--- config.mk ---
export PLATFORM = sky130hd
export DESIGN_NAME = usb_device_power_manager_flat
export DESIGN_NICKNAME = d
export VERILOG_FILES = /design/src/logic/pwr_mgr_pkg.sv /design/src/logic/pwr_link_if.sv /design/src/logic/usb_device_power_manager.sv /design/src/flat_wrapper.sv
export SDC_FILE = /design/constraint.sdc
export NUM_CORES = 1
export LEC_CHECK = 0
export ABC_CLOCK_PERIOD_IN_PS = 3400
export BUFFER_PORTS_ARGS = -buffer_cell sky130_fd_sc_hd__clkbuf_2
export CAP_MARGIN = 5
export CORE_MARGIN = 2
export CORE_UTILIZATION = 40
export CTS_CLUSTER_SIZE = 25
export DETAILED_ROUTE_END_ITERATION = 6
export PLACE_DENSITY_LB_ADDON = 0.08
export REMOVE_ABC_BUFFERS = 1
export SYNTH_ARGS = -nofsm -noshare
export SYNTH_HDL_FRONTEND = slang
export SYNTH_SLANG_ARGS = --single-unit
--- constraint.sdc ---
create_clock -name mclk -period 3.4 [get_ports mclk]
set_input_delay 0.17 -clock mclk [delete_from_list [all_inputs] [get_ports mclk]]
set_output_delay 0.17 -clock mclk [all_outputs]
set_load 0.01 [all_outputs]
--- src/logic/pwr_mgr_pkg.sv ---
// Shared constants for the USB device power manager and its CPU-side peer.
// Assumes both ends run on mclk at 50 MHz with rst_n asynchronous, active low.
package pwr_mgr_pkg;
    localparam int unsigned CLK_MHZ          = 50;
    // Command codes carried on the command strobe
    localparam logic [7:0]  CMD_SLEEP        = 8'h01;
    localparam logic [7:0]  CMD_CLASS_RUN    = 8'h10;
    localparam logic [7:0]  CMD_SEND_REPORT  = 8'h22;
    localparam logic [7:0]  RUN_STOP         = 8'h00;
    localparam logic [7:0]  RUN_START        = 8'h01;
    // Event status bit positions
    localparam int unsigned EV_SUSPEND_BIT   = 0;
    localparam int unsigned EV_ATTACH_BIT    = 1;
    localparam int unsigned EV_RESUME_BIT    = 2;
    localparam int unsigned EV_ERROR_BIT     = 3;
    localparam logic [7:0]  EV_NONE          = 8'h00;
    // Width of the wake pulse the CPU drives, in cycles
    localparam int unsigned WAKE_PULSE_CYC   = 4;
    // CPU timing limits after a notification
    localparam int unsigned SLEEP_LIMIT_US   = 8000;
    localparam int unsigned SLEEP_LIMIT_CYC  = SLEEP_LIMIT_US * CLK_MHZ;
    localparam int unsigned WAKE_LIMIT_US    = 5000;
    localparam int unsigned WAKE_LIMIT_CYC   = WAKE_LIMIT_US * CLK_MHZ;
endpackage

--- src/logic/pwr_link_if.sv ---
// Link between the power manager (dev) and the main CPU side (cpu).
// Assumes one clock shared by both ends; no clocking block.
`timescale 1ns/10ps
interface pwr_link_if;
    logic       cmd_valid;        // One-cycle command strobe
    logic [7:0] cmd_code;
    logic [7:0] cmd_arg;
    logic       data_write;       // One-cycle report data write
    logic       wake_req;         // Wake request pin level
    logic       serial_ready_pin; // High while ACTIVE
    logic       event_irq_n;      // Event pin, low while events pend
    logic [7:0] event_status;     // Sticky event bits
    logic       event_ack;        // One-cycle clear of event_status
    logic       error_flag;       // Write was discarded

    modport dev (
        input  cmd_valid, cmd_code, cmd_arg, data_write, wake_req, event_ack,
        output serial_ready_pin, event_irq_n, event_status, error_flag
    );
    modport cpu (
        output cmd_valid, cmd_code, cmd_arg, data_write, wake_req, event_ack,
        input  serial_ready_pin, event_irq_n, event_status, error_flag
    );
endinterface

--- src/logic/usb_device_power_manager.sv ---
// Power-state controller for a serial-to-USB HID device bridge.
// Assumes USB bus events arrive as clean one-cycle pulses on mclk;
// the wake pin comes from another chip and is synchronised here.
`timescale 1ns/10ps

module usb_device_power_manager
    import pwr_mgr_pkg::*;
(
    input  wire logic mclk,
    input  wire logic rst_n,
    pwr_link_if.dev   link,
    input  wire logic usb_attach,        // Host present level
    input  wire logic usb_suspend,       // Suspend detected pulse
    input  wire logic usb_resume,        // Resume detected pulse
    input  wire logic usb_bus_reset,     // Bus reset pulse
    input  wire logic usb_rwake_enable,  // Host permits remote wakeup
    output logic      usb_remote_wakeup, // Remote wakeup signalling request
    output logic      usb_tx_report,     // Pending report sent pulse
    output logic      usb_connect,       // Pull-up / connection enable
    output logic      chip_sleep,        // Low-power state flag
    output logic      usb_suspended      // USB status Suspend
);
    typedef enum logic [1:0] {ST_ACTIVE, ST_SLEEP} pwr_state_t;

    pwr_state_t state_reg;
    logic [2:0] wake_sync_reg;
    logic       wake_seen_reg;
    logic       detach_pend_reg;
    logic       run_start_reg;
    logic       rwake_pend_reg;
    logic       reconnect_reg;
    logic       attach_d_reg;
    logic [7:0] ev_reg;
    logic [7:0] ev_set;
    logic       cmd_ok;
    logic       wake_rise;
    logic       detach;

    // Three stages; a change counts once stages two and three agree
    always_ff @(posedge mclk or negedge rst_n)
    begin
        if (!rst_n)
            wake_sync_reg <= 3'b000;
        else
            wake_sync_reg <= {wake_sync_reg[1:0], link.wake_req};
    end

    always_ff @(posedge mclk or negedge rst_n)
    begin
        if (!rst_n)
            wake_seen_reg <= 1'b0;
        else if (wake_sync_reg[2] == wake_sync_reg[1])
            wake_seen_reg <= wake_sync_reg[2];
    end
    assign wake_rise = wake_sync_reg[2] & wake_sync_reg[1] & ~wake_seen_reg;

    assign cmd_ok = link.cmd_valid && (state_reg == ST_ACTIVE);
    assign detach = attach_d_reg & ~usb_attach;

    always_ff @(posedge mclk or negedge rst_n)
    begin
        if (!rst_n)
            attach_d_reg <= 1'b0;
        else
            attach_d_reg <= usb_attach;
    end

    // Class run setting
    always_ff @(posedge mclk or negedge rst_n)
    begin
        if (!rst_n)
            run_start_reg <= 1'b0;
        else if (cmd_ok && link.cmd_code == CMD_CLASS_RUN)
            run_start_reg <= (link.cmd_arg == RUN_START);
    end

    // Power state
    always_ff @(posedge mclk or negedge rst_n)
    begin
        if (!rst_n)
            state_reg <= ST_ACTIVE;
        else if (state_reg == ST_ACTIVE && cmd_ok && link.cmd_code == CMD_SLEEP)
            state_reg <= ST_SLEEP;
        else if (state_reg == ST_SLEEP && wake_rise)
            state_reg <= ST_ACTIVE;
    end

    always_ff @(posedge mclk or negedge rst_n)
    begin
        if (!rst_n)
            usb_suspended <= 1'b0;
        else if (usb_resume || usb_bus_reset || detach)
            usb_suspended <= 1'b0;
        else if (usb_suspend && usb_attach)
            usb_suspended <= 1'b1;
    end

    // Detach seen while asleep, handled after waking
    always_ff @(posedge mclk or negedge rst_n)
    begin
        if (!rst_n)
            detach_pend_reg <= 1'b0;
        else if (detach && state_reg == ST_SLEEP)
            detach_pend_reg <= 1'b1;
        else if (state_reg == ST_ACTIVE)
            detach_pend_reg <= 1'b0;
    end

    // report command while suspended and permitted
    always_ff @(posedge mclk or negedge rst_n)
    begin
        if (!rst_n)
            rwake_pend_reg <= 1'b0;
        else if (usb_resume || usb_bus_reset || detach)
            rwake_pend_reg <= 1'b0;
        else if (cmd_ok && link.cmd_code == CMD_SEND_REPORT && usb_suspended
                 && usb_rwake_enable)
            rwake_pend_reg <= 1'b1;
    end

    always_ff @(posedge mclk or negedge rst_n)
    begin
        if (!rst_n)
            reconnect_reg <= 1'b0;
        else
            reconnect_reg <= usb_bus_reset && usb_suspended;
    end

    // Connection gated by class run; start forbids attached sleep use (CMD_SLEEP is still taken at any run setting and attach level)
    always_ff @(posedge mclk or negedge rst_n)
    begin
        if (!rst_n)
            usb_connect <= 1'b0;
        else
            usb_connect <= run_start_reg && !reconnect_reg
                           && !(usb_bus_reset && usb_suspended);
    end

    always_ff @(posedge mclk or negedge rst_n)
    begin
        if (!rst_n)
        begin
            usb_remote_wakeup <= 1'b0;
            usb_tx_report     <= 1'b0;
        end
        else
        begin
            usb_remote_wakeup <= rwake_pend_reg && usb_suspended;
            usb_tx_report     <= rwake_pend_reg && usb_resume;
        end
    end

    // Events to raise this cycle
    always_comb
    begin
        ev_set = EV_NONE;
        ev_set[EV_SUSPEND_BIT] = usb_suspend && usb_attach;
        ev_set[EV_RESUME_BIT]  = usb_resume && usb_suspended;
        ev_set[EV_ATTACH_BIT]  = (detach && state_reg == ST_ACTIVE)
                                 || (detach_pend_reg && state_reg == ST_ACTIVE);
        ev_set[EV_ERROR_BIT]   = link.data_write && usb_suspended
                                 && !usb_rwake_enable && state_reg == ST_ACTIVE;
    end

    // Sticky events; a set in the clearing cycle wins
    always_ff @(posedge mclk or negedge rst_n)
    begin
        if (!rst_n)
            ev_reg <= EV_NONE;
        else if (link.event_ack)
            ev_reg <= ev_set;
        else
            ev_reg <= ev_reg | ev_set;
    end

    // Pin drivers registered
    always_ff @(posedge mclk or negedge rst_n)
    begin
        if (!rst_n)
        begin
            link.event_irq_n      <= 1'b1;
            link.serial_ready_pin <= 1'b1;
            link.error_flag       <= 1'b0;
            chip_sleep            <= 1'b0;
        end
        else
        begin
            // asleep: detach or resume pulls pin low
            link.event_irq_n      <= !((ev_reg != EV_NONE)
                                       || (state_reg == ST_SLEEP
                                           && (detach_pend_reg || usb_resume)));
            link.serial_ready_pin <= (state_reg == ST_ACTIVE);
            link.error_flag       <= ev_reg[EV_ERROR_BIT];
            chip_sleep            <= (state_reg == ST_SLEEP);
        end
    end
    assign link.event_status = ev_reg;
endmodule

--- src/flat_wrapper.sv ---
// flat-port wrapper written by rule: the top's interface ports become plain ports
module usb_device_power_manager_flat import pwr_mgr_pkg::*;
  (mclk, rst_n, usb_attach, usb_suspend, usb_resume, usb_bus_reset, usb_rwake_enable, usb_remote_wakeup, usb_tx_report, usb_connect, chip_sleep, usb_suspended, link_cmd_valid, link_cmd_code, link_cmd_arg, link_data_write, link_wake_req, link_event_ack, link_serial_ready_pin, link_event_irq_n, link_event_status, link_error_flag);
  pwr_link_if link_i ();
  input  wire logic mclk;
  input  wire logic rst_n;
  input  wire logic usb_attach;
  input  wire logic usb_suspend;
  input  wire logic usb_resume;
  input  wire logic usb_bus_reset;
  input  wire logic usb_rwake_enable;
  output logic usb_remote_wakeup;
  output logic usb_tx_report;
  output logic usb_connect;
  output logic chip_sleep;
  output logic usb_suspended;
  input wire logic [$bits(link_i.cmd_valid)-1:0] link_cmd_valid;
  input wire logic [$bits(link_i.cmd_code)-1:0] link_cmd_code;
  input wire logic [$bits(link_i.cmd_arg)-1:0] link_cmd_arg;
  input wire logic [$bits(link_i.data_write)-1:0] link_data_write;
  input wire logic [$bits(link_i.wake_req)-1:0] link_wake_req;
  input wire logic [$bits(link_i.event_ack)-1:0] link_event_ack;
  output wire logic [$bits(link_i.serial_ready_pin)-1:0] link_serial_ready_pin;
  output wire logic [$bits(link_i.event_irq_n)-1:0] link_event_irq_n;
  output wire logic [$bits(link_i.event_status)-1:0] link_event_status;
  output wire logic [$bits(link_i.error_flag)-1:0] link_error_flag;
  assign link_i.cmd_valid = link_cmd_valid;
  assign link_i.cmd_code = link_cmd_code;
  assign link_i.cmd_arg = link_cmd_arg;
  assign link_i.data_write = link_data_write;
  assign link_i.wake_req = link_wake_req;
  assign link_i.event_ack = link_event_ack;
  assign link_serial_ready_pin = link_i.serial_ready_pin;
  assign link_event_irq_n = link_i.event_irq_n;
  assign link_event_status = link_i.event_status;
  assign link_error_flag = link_i.error_flag;
  usb_device_power_manager u_core (.mclk(mclk), .rst_n(rst_n), .link(link_i), .usb_attach(usb_attach), .usb_suspend(usb_suspend), .usb_resume(usb_resume), .usb_bus_reset(usb_bus_reset), .usb_rwake_enable(usb_rwake_enable), .usb_remote_wakeup(usb_remote_wakeup), .usb_tx_report(usb_tx_report), .usb_connect(usb_connect), .chip_sleep(chip_sleep), .usb_suspended(usb_suspended));
endmodule
==> flow_metrics.env <==
export IMPL_status="complete, no violations"
export IMPL_rows=16
export IMPL_cts_buffers_inserted=3
export IMPL_cts_resized=0
export IMPL_p_sw_mw=0.102
export IMPL_cts_sinks=22
export IMPL_slew_violations=0
export IMPL_wl_per_cell_um=11.2
export IMPL_crit_arrival_ps=1380
export IMPL_timing_worst_setup_path_type="flip-flop to flip-flop"
export IMPL_initial_core_util_pct=42.9
export IMPL_io_buffers=38
export IMPL_grt_ovfl_total=0
export IMPL_tns_ps=0
export IMPL_die_w_um=50.4
export IMPL_grt_usage_pct=13.4
export IMPL_grt_max_degree=23
export IMPL_met1_length_um=602
export IMPL_worst_path_largest_cell_delay_ps=450
export IMPL_n_antenna_cell=0
export IMPL_fin_crit_ps=1190
export IMPL_maxUsedRoutingLayer="met4"
export IMPL_max_freq_mhz=843
export IMPL_largest_register_ffs=4
export IMPL_critPathMaxFanout=5
export IMPL_synth_cell_type_count=25
export IMPL_setup_violations=0
export IMPL_critPathRequiredTime_ps=3590
export IMPL_place_congestion=0.804
export IMPL_route_met3_wl_um=104
export IMPL_syn_area_per_cell_um2=11.9
export IMPL_dp_hpwl_um=1290
export IMPL_worst_pin_slew_ps=511
export IMPL_max_vdd_ir_drop_uv=330
export IMPL_intPower_mw=0.343
export IMPL_fin_hold_ws_ps=21.9
export IMPL_p_seq_share_pct=63.1
export IMPL_cts_tree="done"
export IMPL_drc=0
export IMPL_dieArea_um2=2540
export IMPL_clk_latency_ps=290
export IMPL_first_pass_iters=4
export IMPL_pwr_share_clk_pct=24.5
export IMPL_htreeDepth=1
export IMPL_dr_total_vias=640
export IMPL_relSlewSlack_pct=65.9
export IMPL_core_um2=2000
export IMPL_synthCells=72
export IMPL_rsz0062_at_grt="false"
export IMPL_syn_area_um2=860
export IMPL_cp_top_family="simple AND/OR/NAND/NOR gates"
export IMPL_p_comb_share_pct=12.4
export IMPL_drive_gt1_share_pct=39.5
export IMPL_first_global_vias=600
export IMPL_syn2layout_area_growth_pct=28.8
export IMPL_antenna_found_initial=0
export IMPL_min_path_type="primary input to flip-flop"
export IMPL_worstSetupStartpointType="flip-flop"
export IMPL_ys_seq_area_share_pct=64.3
export IMPL_routed_wl_um=1580
export IMPL_cts_clk_slew_worst_paths_ps=100
export IMPL_cts_root_buf="clkbuf_4"
export IMPL_power_density_nw_per_um2=402
export IMPL_path_cells="nor4b_4 -> nand4_1 -> mux2i_1"
export IMPL_yosysWarnings=0
export IMPL_fin_skew_ps=0.995
export IMPL_hold_viol_final=0
export IMPL_post_route_period_util_pct=34.9
export IMPL_wl_met2_um=858
export IMPL_sw_frac_of_total_pct=22.9
export IMPL_cp_num_buf_inv=0
export IMPL_cp_end_kind="flip-flop"
export IMPL_max_cap_viol_count=0
export IMPL_drtIter0Drc=9
export IMPL_dieHeight_um=50.4
export IMPL_ios=43
export IMPL_fin_nets=144
export IMPL_ant_nets=0
export IMPL_critical_path_slowest_cell="dfrtp_1"
export IMPL_grt_pass1_wl_um=2520
export IMPL_vias_per_cell=4.54
export IMPL_cts_buffer_depth=2
export IMPL_ys_ff_latch=22
export IMPL_p_leak_nw=0.575
==> stage by stage <==
| step | worst slack, ps | total power, mW | instance area, um^2 | utilization, % | instances |
|---|---|---|---|---|---|
| after floorplan | 2300 | 0.307 | 841 | - | 71 |
| after global placement | 2260 | 0.340 | 1060 | 53.2 | 136 |
| after detailed placement | 2230 | 0.341 | 1060 | 53.2 | 136 |
| after CTS | 2200 | 0.452 | 1110 | 55.3 | 141 |
| after global routing | 2090 | 0.469 | 1110 | 55.3 | 141 |
| final | 2210 | 0.445 | 1110 | 55.3 | 141 |
==> kinds of logic after synthesis <==
kind of cell	after synthesis	synth area share [%]
buf+inv	12	6.99
flops	22	64.3
compound gates	8	4.80
fa+ha+maj	1	1.46
mux	2	2.47
other cells	1	0.436
simple gates	26	19.5
==> synth_stat cells <==
cell type   n  area (um^2)
nor2b_1     2         12.5
ha_1        1         12.5
mux2i_1     1         10.0
nor4b_1     2         17.5
dfstp_2     2         52.6
conb_1      1         3.75
nor4_1      1         6.26
inv_1       8         30.0
and4_1      1         8.76
nor3_1      2         10.0
o21ai_0     4         20.0
buf_4       4         30.0
nor2_1      5         18.8
and4b_1     1         10.0
and2_1      3         18.8
nor4b_4     1         23.8
or3_1       1         6.26
nand4_1     3         18.8
dfrtp_1    20          500
nand3_1     1         5.00
mux2_2      1         11.3
nand2_1     3         11.3
o21ai_1     1         5.00
a21oi_1     2         10.0
o22ai_1     1         6.26
==> power groups by stage <==
stage / Combinational, mW / Sequential [mW] / Clock [mW]
after floorplan: 0.0173 / 0.290 / 0
after global placement: 0.0538 / 0.286 / 0
after detailed placement: 0.0541 / 0.287 / 0
after CTS: 0.0559 / 0.281 / 0.115
after global routing: 0.0614 / 0.283 / 0.124
final: 0.0550 / 0.281 / 0.109
==> cells in the final DEF (no fill, tap or decap), drive strengths merged <==
| cell type | netlist | final |
|---|---|---|
| clkbuf | 0 | 41 |
| dfrtp | 20 | 20 |
| inv | 8 | 8 |
| nor2 | 5 | 5 |
| o21ai | 5 | 5 |
| conb | 1 | 4 |
| nand2 | 3 | 3 |
| and2 | 3 | 3 |
| nand4 | 3 | 3 |
| nor4b | 3 | 3 |
| nor2b | 2 | 2 |
| nor3 | 2 | 2 |
| a21oi | 2 | 2 |
| dlygate4sd3 | 0 | 2 |
| dfstp | 2 | 2 |
| and4 | 1 | 1 |
| o22ai | 1 | 1 |
| nand3 | 1 | 1 |
| nor4 | 1 | 1 |
| mux2i | 1 | 1 |
| or3 | 1 | 1 |
| mux2 | 1 | 1 |
| and4b | 1 | 1 |
| ha | 1 | 1 |
==> what timing repair did <==
action | CTS | global route
buffers inserted | 0 | 0
hold endpoints to repair | 21 | 0
hold buffers | 2 | 0
==> per-layer routing <==
metal  track usage [%]  up-vias
li1                  -      319
met4              4.05        0
met3              5.65        2
met2              22.8       19
met1              15.4      300
met5                 0        -
==> final timing paths <==
check / startpoint / to / slack [ps] / depth (start not counted)
setup reg to reg: u_core.state_reg[0] / u_core.run_start_reg / 2210 / 3
min in group asynchronous: rst_n / u_core.link.error_flag / 360 / 2
max in group asynchronous: rst_n / u_core.link.serial_ready_pin / 2680 / 2
hold reg to reg: u_core.wake_sync_reg[0] / u_core.wake_sync_reg[1] / 370 / 0
setup / recovery: u_core.state_reg[0] / u_core.run_start_reg / 2210 / 3
hold / removal: usb_attach / u_core.attach_d_reg / 20 / 1
==> area by class of cell <==
type / count / area, um^2
fill: 190 / 895
inverter: 8 / 30.0
clock buffer: 3 / 22.5
timing repair buffer: 40 / 210
multi-input combinational: 41 / 258
sequential: 22 / 553
tap: 27 / 33.8
(Power assumes the default switching activity.)
